--- src/common/vidm_pkg.sv ---
// Purpose: Shared constants and types for the voltage code monitor block
// Assumes: 8-bit register port, 125 MHz clock
// Notes:   Offsets are the printed register addresses
package vidm_pkg;
  localparam logic [7:0] ADDR_ISR2  = 8'h42;
  localparam logic [7:0] ADDR_CODE  = 8'h43;
  localparam logic [7:0] ADDR_IMR2  = 8'h75;
  localparam logic [7:0] ADDR_CFG5  = 8'h7C;
  localparam logic [7:0] ADDR_IRQS  = 8'hF0;
  localparam logic [7:0] ADDR_IRQM  = 8'hF1;
  localparam int CODE_W      = 5;
  localparam int BIT_CODE5   = 5;
  localparam int BIT_THRESH  = 6;
  localparam int BIT_ROLE    = 7;
  localparam int BIT_GPEN    = 4;
  localparam int BIT_G6_LO   = 2;
  localparam int BIT_G6_HI   = 3;
  localparam int BIT_FLAG    = 0;
  localparam int WINDOW_NS   = 11000;
  localparam int CLK_PER_NS  = 8;
  localparam int WINDOW_CYC  = WINDOW_NS / CLK_PER_NS;
  localparam logic [7:0] RST_BYTE = 8'h00;
  localparam logic [1:0] G6_OUT   = 2'b01;
  typedef struct packed {
    logic [7:0] addr;
    logic [7:0] wdata;
    logic       wr;
    logic       rd;
  } vidm_bus_s;
  typedef enum logic [1:0] {
    ST_IDLE = 2'b01,
    ST_RUN  = 2'b10
  } vidm_state_e;
endpackage

--- src/design/vidm_top.sv ---
// Purpose: Voltage code monitor with change detect and general-purpose outputs
// Assumes: Pins synchronous to clk; register port with read data one cycle later
// Notes:   Analog threshold is only exported as a control level
//
// Decided for this implementation: strobed register access.
`timescale 1ns/1ps
module vidm_top #(
  parameter int WIN_CYC = vidm_pkg::WINDOW_CYC
) (
  input  wire logic                     clk,
  input  wire logic                     reset,
  input  wire logic [7:0]               reg_addr,
  input  wire logic [7:0]               reg_wdata,
  input  wire logic                     reg_wr,
  input  wire logic                     reg_rd,
  output logic      [7:0]               reg_rdata,
  input  wire logic [4:0]               code_in,
  input  wire logic                     shared_in,
  input  wire logic                     supply_out_of_limit,
  input  wire logic                     gp6_in,
  output logic      [4:0]               code_out,
  output logic      [4:0]               code_oe,
  output logic                          shared_out,
  output logic                          shared_oe,
  output logic                          gp6_out,
  output logic                          gp6_oe,
  output logic                          input_threshold_select,
  output logic                          alert,
  output logic                          irq
);
  vidm_pkg::vidm_bus_s bus;
  logic [7:0]  code_q;
  logic [7:0]  imr2_q;
  logic [7:0]  cfg5_q;
  logic [7:0]  irqs_q;
  logic [7:0]  irqm_q;
  logic        chg_q;
  logic [5:0]  ref_q;
  logic [15:0] cnt_q;
  logic [7:0]  rdata_q;
  logic [4:0]  code_out_q;
  logic [4:0]  code_oe_q;
  logic        sh_out_q;
  logic        sh_oe_q;
  logic        g6_out_q;
  logic        g6_oe_q;
  logic        thr_sel_q;
  logic        alert_q;
  logic        irq_q;
  vidm_pkg::vidm_state_e st_q;
  vidm_pkg::vidm_state_e st_d;

  assign bus.addr  = reg_addr;
  assign bus.wdata = reg_wdata;
  assign bus.wr    = reg_wr;
  assign bus.rd    = reg_rd;

  function automatic logic hit(input logic [7:0] a, input logic [7:0] o);
    hit = (a == o);
  endfunction

  wire       role_code  = code_q[vidm_pkg::BIT_ROLE];
  wire       gp_mode    = cfg5_q[vidm_pkg::BIT_GPEN];
  wire [5:0] levels     = {role_code ? shared_in : 1'b0, code_in};
  wire       win_end    = (cnt_q == 16'(WIN_CYC - 1));
  // Compare live levels to the snapshot taken one window earlier
  wire       detect_on  = role_code && !gp_mode;
  wire       code_event = detect_on && win_end && (levels != ref_q);
  wire       rd_isr2    = bus.rd && hit(bus.addr, vidm_pkg::ADDR_ISR2);
  wire       flag_bit   = role_code ? chg_q : supply_out_of_limit;
  wire       alert_d    = chg_q && role_code && !imr2_q[vidm_pkg::BIT_FLAG];
  wire [7:0] ev_vec     = {7'h00, code_event};
  wire [7:0] irqs_d     = (irqs_q & ~((bus.wr && hit(bus.addr, vidm_pkg::ADDR_IRQS))
                          ? bus.wdata : 8'h00)) | ev_vec;
  // Read mux; bit 5 masked in supply role
  wire [7:0] code_view  = {code_q[7:6], levels};
  wire [7:0] rd_mux     = hit(bus.addr, vidm_pkg::ADDR_ISR2) ? {7'h00, flag_bit} :
                          hit(bus.addr, vidm_pkg::ADDR_CODE) ? code_view :
                          hit(bus.addr, vidm_pkg::ADDR_IMR2) ? imr2_q :
                          hit(bus.addr, vidm_pkg::ADDR_CFG5) ? cfg5_q :
                          hit(bus.addr, vidm_pkg::ADDR_IRQS) ? irqs_q :
                          hit(bus.addr, vidm_pkg::ADDR_IRQM) ? irqm_q : 8'h00;

  always_comb
  begin
    case (st_q)
      vidm_pkg::ST_IDLE: st_d = detect_on ? vidm_pkg::ST_RUN : vidm_pkg::ST_IDLE;
      vidm_pkg::ST_RUN:  st_d = detect_on ? vidm_pkg::ST_RUN : vidm_pkg::ST_IDLE;
      default:           st_d = vidm_pkg::ST_IDLE;
    endcase
  end

  always_ff @(posedge clk or posedge reset)
  begin
    if (reset)
    begin
      st_q  <= vidm_pkg::ST_IDLE;
      cnt_q <= 16'h0000;
      ref_q <= 6'h00;
    end
    else
    begin
      st_q <= st_d;
      // Restart window on entry so the first snapshot is fresh
      if (st_q != vidm_pkg::ST_RUN || win_end)
      begin
        cnt_q <= 16'h0000;
        ref_q <= levels;
      end
      else
        cnt_q <= cnt_q + 16'h0001;
    end
  end

  always_ff @(posedge clk or posedge reset)
  begin
    if (reset)
      chg_q <= 1'b0;
    else if (code_event)
      chg_q <= 1'b1;
    else if (rd_isr2)
      chg_q <= 1'b0;
  end

  always_ff @(posedge clk or posedge reset)
  begin
    if (reset)
    begin
      code_q <= vidm_pkg::RST_BYTE;
      imr2_q <= vidm_pkg::RST_BYTE;
      cfg5_q <= vidm_pkg::RST_BYTE;
      irqm_q <= vidm_pkg::RST_BYTE;
      irqs_q <= vidm_pkg::RST_BYTE;
    end
    else
    begin
      if (bus.wr && hit(bus.addr, vidm_pkg::ADDR_CODE))
        code_q <= bus.wdata;
      if (bus.wr && hit(bus.addr, vidm_pkg::ADDR_IMR2))
        imr2_q <= bus.wdata;
      if (bus.wr && hit(bus.addr, vidm_pkg::ADDR_CFG5))
        cfg5_q <= bus.wdata;
      if (bus.wr && hit(bus.addr, vidm_pkg::ADDR_IRQM))
        irqm_q <= bus.wdata;
      irqs_q <= irqs_d;
    end
  end

  // Pin drivers: general pins 0..4, shared pin, and pin six
  always_ff @(posedge clk or posedge reset)
  begin
    if (reset)
    begin
      code_out_q <= 5'h00;
      code_oe_q  <= 5'h00;
      sh_out_q   <= 1'b0;
      sh_oe_q    <= 1'b0;
      g6_out_q   <= 1'b0;
      g6_oe_q    <= 1'b0;
      thr_sel_q  <= 1'b0;
      alert_q    <= 1'b0;
      irq_q      <= 1'b0;
      rdata_q    <= 8'h00;
    end
    else
    begin
      code_out_q <= code_q[vidm_pkg::CODE_W-1:0];
      code_oe_q  <= {vidm_pkg::CODE_W{gp_mode}};
      sh_out_q   <= code_q[vidm_pkg::BIT_CODE5];
      sh_oe_q    <= gp_mode && role_code;
      g6_out_q   <= code_q[vidm_pkg::BIT_THRESH];
      g6_oe_q    <= cfg5_q[vidm_pkg::BIT_G6_HI:vidm_pkg::BIT_G6_LO] == vidm_pkg::G6_OUT;
      thr_sel_q  <= code_q[vidm_pkg::BIT_THRESH];
      alert_q    <= alert_d;
      irq_q      <= |(irqs_q & irqm_q);
      rdata_q    <= bus.rd ? rd_mux : 8'h00;
    end
  end

  assign reg_rdata              = rdata_q;
  assign code_out               = code_out_q;
  assign code_oe                = code_oe_q;
  assign shared_out             = sh_out_q;
  assign shared_oe              = sh_oe_q;
  assign gp6_out                = g6_out_q;
  assign gp6_oe                 = g6_oe_q;
  assign input_threshold_select = thr_sel_q;
  assign alert                  = alert_q;
  assign irq                    = irq_q;

  wire unused_gp6 = gp6_in;
endmodule // vidm_top

--- config.mk ---
export PLATFORM = sky130hd
export DESIGN_NAME = vidm_top
export DESIGN_NICKNAME = d
export VERILOG_FILES = /design/src/common/vidm_pkg.sv /design/src/design/vidm_top.sv
export SDC_FILE = /design/constraint.sdc
export NUM_CORES = 1
export LEC_CHECK = 0
export BUFFER_PORTS_ARGS = -buffer_cell sky130_fd_sc_hd__clkbuf_2
export CAP_MARGIN = 20
export CORE_MARGIN = 1
export CORE_UTILIZATION = 50
export CTS_CLUSTER_SIZE = 40
export DETAILED_ROUTE_END_ITERATION = 12
export GPL_TIMING_DRIVEN = 0
export PLACE_DENSITY = 0.81
export SYNTH_ARGS = -nofsm -noshare
export SYNTH_HDL_FRONTEND = slang
export SYNTH_SLANG_ARGS = --single-unit
export TNS_END_PERCENT = 50
--- constraint.sdc ---
create_clock -name clk -period 6 [get_ports clk]
set_clock_uncertainty 0.15 [all_clocks]
set_input_delay 0.9 -clock clk [delete_from_list [all_inputs] [get_ports clk]]
set_output_delay 0.9 -clock clk [all_outputs]
set_load 0.1 [all_outputs]
Yosys cells after proc, flatten, opt, wreduce, memory -nomap -nowiden
Index checks and enable logic that the tools add are counted.
{ "totals": {"elab_cells": 68, "ram_bits": 0, "out_inout_bits": 25, "latch_bits": 0, "memories": 0, "rom_bits": 0, "ff_bits": 85} }
{ "classes": {"mul": 0, "n_lt_le_gt_ge": 0, "add_sub_neg": 1, "div": 0, "n_bitwise": 4, "n_mux": 15, "reduce_logical": 18, "eq_ne": 12, "n_shift": 0} }
{ "ops": {"columns": ["operator", "count"], "rows": [
  ["8-bit two-way mux", 8],
  ["8-bit by 7-bit equality test with 1-bit output, second input constant", 4],
  ["16-bit by 1-bit adder with 16-bit output, second input constant", 1],
  ["8-bit AND", 2],
  ["16-bit by 11-bit equality test with 1-bit output, second input constant", 1],
  ["8-bit equality test, second input constant", 2],
  ["16-bit two-way mux", 1],
  ["1-bit logical AND", 12],
  ["8-bit inverter", 1],
  ["8-bit by 1-bit bitwise OR with 8-bit output", 1],
  ["8-bit OR reduction", 1],
  ["6-bit inequality test", 1],
  ["2-bit by 1-bit equality test with 1-bit output, second input constant", 2],
  ["1-bit two-way mux", 4],
  ["2-bit two-way mux", 2],
  ["2-bit equality test, second input constant", 1],
  ["1-bit logical NOT", 2],
  ["2-bit inequality test, second input constant", 1],
  ["2-bit nonzero test", 1],
  ["2-bit OR reduction", 1],
  ["1-bit logical OR", 1]
]} }

Logic depth before layout (Yosys ltp)
Gate-level depths: netlist (run 1).
{ "logic_depth": {"word_depth": 8, "depth_mapped": 8, "mapped_depth_nobuf": 6} }

Worst setup path after synthesis (run 1)
OpenSTA, ideal clock, no wires.
{ "synth_timing": {"path_type": "register to output", "start": "register code_oe[0] (netlist name)", "end": "output port code_oe[1]", "required_ns": 4.950, "arrival_time_ns": 1.374, "path_stages_with_launch": 2, "path_buffers": 1, "path_slack_ns": 3.576, "cell_sequence": "dfrtp_1 -> buf_4"} }
{ "synth_lines": {"columns": ["element", "line", "text"], "rows": [
  ["end: declaration", "vidm_top.sv:22", "output logic [4:0] code_oe,"]
]} }
No word-level cell between the ends.

Worst setup path in the final report (run 1)
{ "layout_timing": {"start": "input port reg_addr[0]", "end": "register code_q[7]"} }
{ "layout_between": {"elab_chain_cells": 2} }
{ "layout_rtl": {"columns": ["element", "line", "text"], "rows": [
  ["start: declaration", "vidm_top.sv:12", "input wire logic [7:0] reg_addr,"],
  ["8-bit by 7-bit equality test with 1-bit output", "vidm_top.sv:59", "hit = (a == o);"],
  ["1-bit logical AND", "vidm_top.sv:137", "if (bus.wr && hit(bus.addr, vidm_pkg::ADDR_CODE))"],
  ["end signal: assignment", "vidm_top.sv:129", "code_q <= vidm_pkg::RST_BYTE;"],
  ["end signal: assignment", "vidm_top.sv:138", "code_q <= bus.wdata;"],
  ["end: declaration", "vidm_top.sv:32", "logic [7:0] code_q;"]
]} }
No other way between the ends.
A chain may end at the register's enable or synchronous reset.

==> flow_summary.json, run 1 <==
{
  "numCtsBuffers": 9,
  "setup_viol": 0,
  "synth_flop_cell": "sky130_fd_sc_hd__dfrtp_1",
  "initial_antenna_violation_count": 0,
  "reg2reg_slack_ns": 3.75,
  "cts_htree_levels": 3,
  "global_route.overflow_total": 0,
  "post-cts-setup-buffer-count": 0,
  "cp_launch_type": "input pin",
  "worst_hold_path_type": "register to register",
  "worst_hold_path.num_cells": 0,
  "drt-pass1-iter-count": 4,
  "place.detailed.hpwl_microns": 5979,
  "synth_async_sr_flop_share_pct": 100.0,
  "place.port_buffers": 51,
  "number_of_design_rule_violations_left_by_the_first_detailed_router_iteration": 107,
  "clkSlewWorstSetupHoldPaths_ns": 0.08,
  "placement_rows": 31,
  "layout-drive-gt1-share_pct": 31.47,
  "floorplan.die.height_microns": 90.28,
  "routed_wl_microns": 8486,
  "die_width_microns": 90.28,
  "critPathArrivalTime_ns": 2.76,
  "post_cts_sizing": 0,
  "synth-seq-cells": 85,
  "irDropWorstVdd_mv": 0.1493,
  "required_ns": 6.10,
  "max_clock_freq_ghz": 0.3757,
  "hold_path_startpoint": "code_q[1]$_DFFE_PP0P_",
  "drt.antenna.violating_nets": 0,
  "seq_area_frac_synth_pct": 54.62,
  "leakage_nw": 2.183,
  "floorplan.io_pins": 53,
  "clock-sinks": 85,
  "diode_insertion_count_for_antenna_repair": 0,
  "avgViaCountPerCell": 5.688,
  "netlist_instances": 326,
  "worstSetupEndpointType": "register",
  "syn_avg_cell_area_sq_um": 11.95,
  "postPlaceCellArea_sq_um": 4305,
  "vias": 2804,
  "critical_path.max_fanout": 10,
  "design.core.area_sq_um": 7408,
  "mappedNetlistNets": 357,
  "number_of_buffers_between_clock_root_and_the_deepest_sink": 2,
  "area_of_the_multi_input_gates_sq_um": 1630,
  "fillCellCount": 612,
  "reg2reg_to": "ref_q[1]$_DFFE_PP0N_",
  "gp_congestion": 0.9299,
  "totalNegativeSetupSlack_ns": 0,
  "post_synth_num_cell_types": 54,
  "area.sequential_sq_um": 2128,
  "finalNetCount": 420,
  "layout_common_cells": "84 x sky130_fd_sc_hd__dfrtp_1, 51 x sky130_fd_sc_hd__clkbuf_2, 35 x sky130_fd_sc_hd__mux2_2, 27 x sky130_fd_sc_hd__nor2_1, 17 x sky130_fd_sc_hd__xnor2_1",
  "final_period_minus_worst_setup_slack_ns": 2.662,
  "grt_max_degree": 64,
  "slew_headroom_pct": 52.70,
  "grt_pass1_vias": 2860,
  "start_util_pct": 52.59,
  "synth.cell_area_sq_um": 3896,
  "outcome": "finished clean",
  "rsz_0062_raised_after_global_routing": "false",
  "cts_root_buf": "sky130_fd_sc_hd__clkbuf_8",
  "grt_first_pass_wirelength_microns": 14260,
  "maxCapViolations": 0,
  "hold-path-endpoint": "code_out[1]$_DFF_PP0_",
  "yosysWarnings": 0,
  "postLayoutCellArea_sq_um": 4563,
  "mostFrequentLayoutCell": "sky130_fd_sc_hd__dfrtp_1",
  "dpl.cell_count": 477,
  "wl_per_cell_microns": 17.21,
  "grt_use_total_pct": 22.83,
  "final.period_utilization_pct": 44.36,
  "drcViolationCount": 0,
  "timing.setup.critical_path_class": "input pin to register",
  "timing.reg2reg.worst_path_depth": 5,
  "finalHoldViolCount": 0,
  "tritoncts": "done",
  "holdBufCountCts": 0,
  "floorplan.die_area_sq_um": 8150,
  "synth_edf_count": 0,
  "power.density_cell_area_nw_per_um2": 267.8,
  "area_growth_syn_to_layout_pct": 17.12,
  "clk-insertion-delay-late_ns": 0.37,
  "worst_pin_slew_ns": 0.7005,
  "rr_startpoint": "cnt_q[11]$_DFF_PP0_",
  "maxSlewViolCount": 0,
  "final_cells": 493
}
[worst max-delay path, stage by stage]
cell,delay (ns)
sky130_fd_sc_hd__clkbuf_2,0.10
sky130_fd_sc_hd__buf_2,0.25
sky130_fd_sc_hd__clkbuf_1,0.44
sky130_fd_sc_hd__nand3_1,0.58
sky130_fd_sc_hd__mux2_2,0.47
[cells in the mapped netlist, drive strengths merged, types with 2 or more instances]
library cell,count,area (sq um)
nor4b,2,17.52
nor2,28,107.6
nor2b,6,37.54
and2,3,18.77
a22o,6,52.55
o311ai,2,17.52
xnor2,17,148.9
and3,6,37.54
nand4,5,31.28
nor4,7,65.06
xor2,3,26.28
a21oi,2,10.01
a22oi,4,30.03
a32o,6,60.06
mux2i,7,70.07
nand2,15,56.30
nor3,5,30.03
ha,3,37.54
mux2,38,439.2
inv,10,37.54
or4b,2,20.02
dfrtp,84,2102
nand2b,2,12.51
nand3,10,50.05
o21ai,13,65.06
buf,9,73.82
clkbuf,7,26.28
a21boi,6,45.04
nand4b,2,17.52
[worst max-delay path by stage]
| stage | from | endpoint | cells after the start |
|---|---|---|---|
| global placement | reset | code_q[6]$_DFFE_PP0P_ | 2 |
| finish | reg_addr[0] | code_q[7]$_DFFE_PP0P_ | 5 |
| CTS | reg_addr[0] | code_q[7]$_DFFE_PP0P_ | 5 |
| global route | reg_addr[0] | code_q[1]$_DFFE_PP0P_ | 5 |
| detailed placement | reg_addr[0] | code_q[7]$_DFFE_PP0P_ | 5 |
| floorplan | reset | alert$_DFF_PP0_ | 1 |
[cell type report]
cell class                 count  share of cell area (%)
clock buffer                  11                   3.318
inverter                      10                  0.8774
buffer                        16                   2.194
clock inverter                 5                   2.331
sequential                    85                   46.64
timing repair buffer          52                   6.197
tap                           99                   2.715
multi-input combinational    215                   35.73
[flip-flops by register name (all words and copies together), names as in the netlist, 2 cells and up]
| signal | flops |
|---|---|
| code_q | 8 |
| cfg5_q | 8 |
| reg_rdata | 8 |
| ref_q | 6 |
| imr2_q | 8 |
| irqm_q | 8 |
| irqs_q | 8 |
| cnt_q | 16 |
| code_out | 5 |
| st_q | 2 |
[kinds of logic after synthesis]
family / synth area share [%]
buf+inv: 3.533
fa+ha+maj: 0.9635
compound gates: 8.671
simple gates: 14.64
mux: 13.07
flops: 54.62
xor+xnor: 4.496
[metrics by stage]
step                hold slack (ns)  utilization (%)  setup slack [ns]  total power [mW]
finish                       0.2244            61.59             3.338             1.222
global route                 0.2379            61.59             3.272             1.270
CTS                          0.2266            61.59             3.388             1.237
detailed placement           0.2088            58.12             3.021            0.7295
global placement             0.2039            57.71             1.895            0.7227
floorplan                    0.1986                -             2.758            0.6913
[where the power goes]
group          internal, mW  leakage [nW]  total (mW)  switching (mW)
combinational        0.0340         0.902       0.117          0.0827
clock                 0.300         0.126       0.504           0.204
sequential            0.590          1.16       0.601          0.0113
total                 0.924          2.18        1.22           0.298
[metal layers]
metal	vias to the layer above	share of wire, %	track usage [%]
met5	-	0	0
met3	16	4.2	4.461
met4	0	1.9	10.08
met1	1431	45	30.61
met2	70	49	36.20
li1	1287	-	-
(Power assumes the default switching activity.)
==> run 2, diff against run 1 <==
Settings changed: ABC_AREA from default to 1, PLACE_DENSITY 0.81 to 0.83.
Clock period 6 ns to 2.4 ns, I/O delays scaled along.
==> flow_summary.json, run 2 <==
{
  "yosysWarnings": 0,
  "met3_length_microns": 297,
  "tritoncts": "done",
  "synth_flop_cell": "sky130_fd_sc_hd__dfrtp_1",
  "critical_path.slowest_cell": "sky130_fd_sc_hd__clkbuf_2",
  "worst_pin_slew_ns": 0.5531,
  "cp_slowest_stage_delay_ns": 0.44,
  "worst_hold_path.num_cells": 3,
  "outcome": "finished clean",
  "power_switching_uw": 820.6,
  "netlist_instances": 449,
  "synth_edf_count": 0,
  "seq_area_frac_synth_pct": 52.39,
  "mostFrequentLayoutCell": "sky130_fd_sc_hd__nand2_1",
  "irDropWorstVdd_mv": 0.4376,
  "fin_total_pwr_mw": 2.908,
  "rsz_0062_raised_after_global_routing": "false",
  "final_period_minus_worst_setup_slack_ns": 1.852,
  "maxCapViolations": 0,
  "drcViolationCount": 0,
  "clockPowerShare_pct": 36.7,
  "routed_wl_microns": 8930,
  "slew_headroom_pct": 63.28,
  "cell_internal_pwr_mw": 2.088,
  "clk-insertion-delay-late_ns": 0.37,
  "setup_viol": 0,
  "synth_async_sr_flop_share_pct": 100.0,
  "start_util_pct": 52.04,
  "mappedNetlistNets": 480,
  "placement_rows": 32,
  "power_frac_seq_pct": 51.9,
  "clock-sinks": 85,
  "maxSlewViolCount": 0,
  "cts_root_buf": "sky130_fd_sc_hd__clkbuf_8",
  "number_of_design_rule_violations_left_by_the_first_detailed_router_iteration": 217,
  "required_ns": 1.89,
  "numCtsBuffers": 9,
  "wl_met2_microns": 4548,
  "critPathArrivalTime_ns": 1.34,
  "place.port_buffers": 51,
  "avgViaCountPerCell": 5.174,
  "grt_first_pass_wirelength_microns": 14880,
  "hold_slack_ns": 0.1017,
  "yosysTopAreaCellShare_pct": 51.74,
  "syn_avg_cell_area_sq_um": 9.048,
  "combPwrFrac_pct": 11.4,
  "worstSetupEndpointType": "output pin",
  "worst_hold_path_type": "input pin to register",
  "synthDominantAreaCellType": "sky130_fd_sc_hd__dfrtp_1",
  "postPlaceCellArea_sq_um": 4489,
  "worstPathCellList": "buf_4 -> clkbuf_2",
  "swShare_pct": 28.21,
  "initial_antenna_violation_count": 0,
  "timing.reg2reg.worst_path_depth": 8,
  "cts_htree_levels": 3,
  "drt.antenna.violating_nets": 0,
  "critical_path.max_fanout": 5,
  "power.density_cell_area_nw_per_um2": 617.9,
  "diode_insertion_count_for_antenna_repair": 0,
  "final.period_utilization_pct": 77.18,
  "ys_top_cells_by_area": "sky130_fd_sc_hd__dfrtp_1 52%, sky130_fd_sc_hd__nand2_1 9.9%, sky130_fd_sc_hd__nand3_1 4.7%",
  "die_width_microns": 92.14,
  "layout-drive-gt1-share_pct": 25.63,
  "gp_congestion": 0.8706,
  "place.detailed.hpwl_microns": 6727,
  "final_util_pct": 60.29,
  "timing.setup.critical_path_class": "register to output pin",
  "finalHoldViolCount": 0,
  "floorplan.io_pins": 53,
  "drt-pass1-iter-count": 4,
  "wl_met1_microns": 3898,
  "post_synth_num_cell_types": 38,
  "post_cts_sizing": 0,
  "floorplan.die_area_sq_um": 8490,
  "fillCellCount": 670,
  "max_flop_register": "cnt_q",
  "cp_launch_type": "register",
  "grt_max_degree": 45,
  "post-cts-setup-buffer-count": 0,
  "area_growth_syn_to_layout_pct": 15.86,
  "global_route.overflow_total": 0,
  "number_of_buffers_between_clock_root_and_the_deepest_sink": 2,
  "layout_common_cells": "107 x sky130_fd_sc_hd__nand2_1, 84 x sky130_fd_sc_hd__dfrtp_1, 51 x sky130_fd_sc_hd__clkbuf_2, 47 x sky130_fd_sc_hd__nor2_1, 38 x sky130_fd_sc_hd__nand3_1",
  "finalNetCount": 545,
  "floorplan.die.height_microns": 92.14,
  "postLayoutCellArea_sq_um": 4707,
  "max_clock_freq_ghz": 0.5399,
  "clkSlewWorstSetupHoldPaths_ns": 0.09,
  "totalNegativeSetupSlack_ns": 0,
  "ranking_of_synthesized_cells_by_instance_count": "107 x sky130_fd_sc_hd__nand2_1, 84 x sky130_fd_sc_hd__dfrtp_1, 47 x sky130_fd_sc_hd__nor2_1, 38 x sky130_fd_sc_hd__nand3_1, 35 x sky130_fd_sc_hd__inv_1",
  "topRoutingLayerUsed": "met4",
  "largest_reg_flops": 16,
  "leakage_nw": 2.408,
  "yosysMostFrequentCell": "sky130_fd_sc_hd__nand2_1",
  "holdBufCountCts": 1,
  "grt_pass1_vias": 3141,
  "design.core.area_sq_um": 7807,
  "vias": 3213,
  "grt_use_total_pct": 22.85,
  "synth-seq-cells": 85,
  "synth.cell_area_sq_um": 4063,
  "wl_per_cell_microns": 14.38
}
## run 2: cells by family (layout without fill, tap and decap cells)
group | Yosys count | after routing | synth area share [%]
DFF | 85 | 85 | 52.39
AOI/OAI and AO/OA | 59 | 59 | 9.547
and+or+nand+nor | 232 | 232 | 27.44
buffers and inverters | 57 | 127 | 6.868
adders and majority gates | 3 | 3 | 0.9240
xor gates and xnor gates | 12 | 12 | 2.587
muxes | 1 | 1 | 0.2464
## run 2: layout make-up
| type | instances | area (sq um) | share of cell area (%) |
|---|---|---|---|
| Buffer | 14 | 115.1 | 2.446 |
| Clock buffer | 11 | 141.4 | 3.004 |
| Clock inverter | 5 | 66.31 | 1.409 |
| Inverter | 43 | 167.7 | 3.562 |
| Multi-Input combinational cell | 307 | 1655 | 35.17 |
| Sequential cell | 85 | 2128 | 45.22 |
| Tap cell | 102 | 127.6 | 2.711 |
| Timing Repair Buffer | 54 | 305.3 | 6.486 |
## run 2: power groups by stage
stage / Combinational (mW) / Clock (mW) / Sequential [mW]
2_1_floorplan: 0.159 / 0 / 1.62
3_3_place_gp: 0.317 / 0 / 1.54
3_5_place_dp: 0.333 / 0 / 1.54
4_1_cts: 0.335 / 1.07 / 1.51
5_1_grt: 0.355 / 1.13 / 1.52
6_report: 0.332 / 1.07 / 1.51
## run 2: final timing paths
kind,from,end,slack (ns)
max,code_oe[0]$_DFF_PP0_,code_oe[4],0.55
min,code_in[4],ref_q[4]$_DFFE_PP0N_,0.10
max reg2reg,cnt_q[0]$_DFF_PP0_,cnt_q[12]$_DFF_PP0_,0.61
min reg2reg,code_q[4]$_DFFE_PP0P_,code_out[4]$_DFF_PP0_,0.23
max in group asynchronous,reset,cnt_q[0]$_DFF_PP0_,0.99
min in group asynchronous,reset,reg_rdata[5]$_DFF_PP0_,0.36
## run 2: metal layers
layer | up-vias | global-route usage, %
li1 | 1575 | -
met5 | - | 0
met2 | 71 | 38.81
met1 | 1550 | 28.36
met3 | 17 | 4.312
met4 | 0 | 10.03
## run 2: critical path, delay by kind of cell, from the launching register on
kind,cells,cell delay [ns]
buffers and inverters,2,0.57
flip-flops,1,0.41
## run 2: metrics by stage
step,instances,worst slack (ns)
6_report,621,0.5477
5_1_grt,621,0.4991
4_1_cts,621,0.5257
3_5_place_dp,604,0.5822
3_3_place_gp,602,0.3876
2_1_floorplan,449,0.5162
==> run 3, diff against run 2 <==
Clock period 2.4 ns to 1.55 ns, I/O delays scaled along.
==> flow_summary.json, run 3 (synthesized netlist as in run 2, its figures left out) <==
{
  "grt_use_total_pct": 23.29,
  "final_util_pct": 63.80,
  "tritoncts": "done",
  "area_growth_syn_to_layout_pct": 22.61,
  "avgViaCountPerCell": 5.243,
  "final.setup.worst_slack_ns": -0.09668,
  "mostFrequentLayoutCell": "sky130_fd_sc_hd__nand2_1",
  "critical_path.max_fanout": 10,
  "required_ns": 1.66,
  "numCtsBuffers": 9,
  "layout_common_cells": "98 x sky130_fd_sc_hd__nand2_1, 83 x sky130_fd_sc_hd__dfrtp_1, 45 x sky130_fd_sc_hd__nor2_1, 37 x sky130_fd_sc_hd__nand3_1, 33 x sky130_fd_sc_hd__inv_1",
  "drt-pass1-iter-count": 4,
  "detailedPlace.worstSlack_ns": -0.2248,
  "worst_hold_path_type": "input pin to register",
  "drt.antenna.violating_nets": 0,
  "design.core.area_sq_um": 7807,
  "violations": "setup timing",
  "clkSlewWorstSetupHoldPaths_ns": 0.09,
  "outcome": "finished, violations left",
  "final_period_minus_worst_setup_slack_ns": 1.647,
  "diode_insertion_count_for_antenna_repair": 0,
  "largest_reg_flops": 16,
  "worstSetupEndpointType": "register",
  "gp_congestion": 0.8706,
  "grt_first_pass_wirelength_microns": 15150,
  "postLayoutCellArea_sq_um": 4981,
  "routed_wl_microns": 9303,
  "maxSlewViolCount": 0,
  "drcViolationCount": 0,
  "layout-drive-gt1-share_pct": 30.77,
  "max_flop_register": "cnt_q",
  "global_route.overflow_total": 0,
  "timing.setup.critical_path_class": "register to register",
  "initial_antenna_violation_count": 0,
  "vias": 3329,
  "max_clock_freq_ghz": 0.6073,
  "floorplan.die_area_sq_um": 8490,
  "final_cells": 635,
  "clk-insertion-delay-late_ns": 0.37,
  "slew_headroom_pct": 63.73,
  "number_of_buffers_between_clock_root_and_the_deepest_sink": 2,
  "dpl.cell_count": 604,
  "final.period_utilization_pct": 106.2,
  "setup_viol": 24,
  "finalHoldViolCount": 0,
  "cts_htree_levels": 3,
  "critPathArrivalTime_ns": 1.75,
  "grt_pass1_vias": 3209,
  "rsz_0062_raised_after_global_routing": "true",
  "clock-sinks": 85,
  "reg2reg_slack_ns": -0.1,
  "number_of_design_rule_violations_left_by_the_first_detailed_router_iteration": 161,
  "finalNetCount": 559,
  "cts_root_buf": "sky130_fd_sc_hd__clkbuf_8",
  "floorplan.die.height_microns": 92.14,
  "leakage_nw": 2.537,
  "place.detailed.hpwl_microns": 6727,
  "start_util_pct": 52.04,
  "placement_rows": 32,
  "postPlaceCellArea_sq_um": 4489,
  "maxCapViolations": 0,
  "wl_per_cell_microns": 14.65,
  "totalNegativeSetupSlack_ns": -1.856,
  "power.density_cell_area_nw_per_um2": 908.2,
  "die_width_microns": 92.14,
  "irDropWorstVdd_mv": 0.6605,
  "fillCellCount": 621,
  "place.port_buffers": 51,
  "floorplan.io_pins": 53,
  "worst_pin_slew_ns": 0.5463,
  "grt_max_degree": 45,
  "cp_launch_type": "register"
}
==> run 3: changes by cell type in the layout (fill, tap and decap cells not counted), sizes merged <==
cell / before / now
buf: 15 / 47
clkbuf: 63 / 40
dlygate4sd3: 1 / 6
==> run 3: routing by layer <==
layer	share of wire, %	global-route usage, %	vias to the layer above
met5	0	0	-
met4	2.1	10.55	0
met3	3.6	4.312	17
met2	51	39.43	79
met1	43	28.92	1636
li1	-	-	1597
==> run 3: repair_timing <==
action,CTS,global route
hold buffers,6,0
hold endpoints to repair,20,0
gates resized for setup,15,53
setup endpoints to repair,32,48
pin swaps,4,6
cloned,1,0
buffers inserted,5,4
==> run 3: area by class of cell <==
type | instances | area, sq um | share of cell area [%]
flip-flops and latches | 85 | 2130 | 42.75
multi-input cells | 307 | 1763 | 35.39
repair buffers | 69 | 466.7 | 9.370
inverters | 43 | 167.7 | 3.366
clock buffers | 11 | 141.4 | 2.838
well taps | 102 | 127.6 | 2.562
plain buffers | 13 | 118.9 | 2.386
clock inverters | 5 | 66.31 | 1.331
==> run 3: through the flow <==
stage / hold slack, ns / total power [mW]
final: 0.04629 / 4.524
after global routing: 0.04978 / 4.682
after floorplan: 0.1921 / 2.750
after CTS: 0.02584 / 4.534
after global placement: 0.2116 / 2.868
after detailed placement: 0.08696 / 2.897
==> run 3: worst max-delay path: stages (launching register included) <==
cell                      delay, ns
sky130_fd_sc_hd__dfrtp_1       0.44
sky130_fd_sc_hd__inv_1         0.08
sky130_fd_sc_hd__ha_2          0.17
sky130_fd_sc_hd__nand2_2       0.06
sky130_fd_sc_hd__nor3_4        0.16
sky130_fd_sc_hd__nand3_4       0.14
sky130_fd_sc_hd__nand2_4       0.13
sky130_fd_sc_hd__buf_8         0.15
sky130_fd_sc_hd__nor2_1        0.05
==> run 3: worst paths after layout <==
kind	startpoint	end	cells past startpoint
min in group asynchronous	reset	reg_rdata[5]$_DFF_PP0_	3
worst min-delay path	shared_in	ref_q[5]$_DFFE_PP0N_	3
worst max-delay path	cnt_q[0]$_DFF_PP0_	cnt_q[10]$_DFF_PP0_	8
max in group asynchronous	reset	cnt_q[1]$_DFF_PP0_	5
worst max register to register	cnt_q[0]$_DFF_PP0_	cnt_q[10]$_DFF_PP0_	8
worst min register to register	code_q[4]$_DFFE_PP0P_	code_out[4]$_DFF_PP0_	0
==> run 3: report_power, final <==
| group | internal [mW] | switching [mW] |
|---|---|---|
| combinational | 0.148 | 0.389 |
| sequential | 2.29 | 0.0478 |
| clock | 0.812 | 0.832 |
| total | 3.25 | 1.27 |
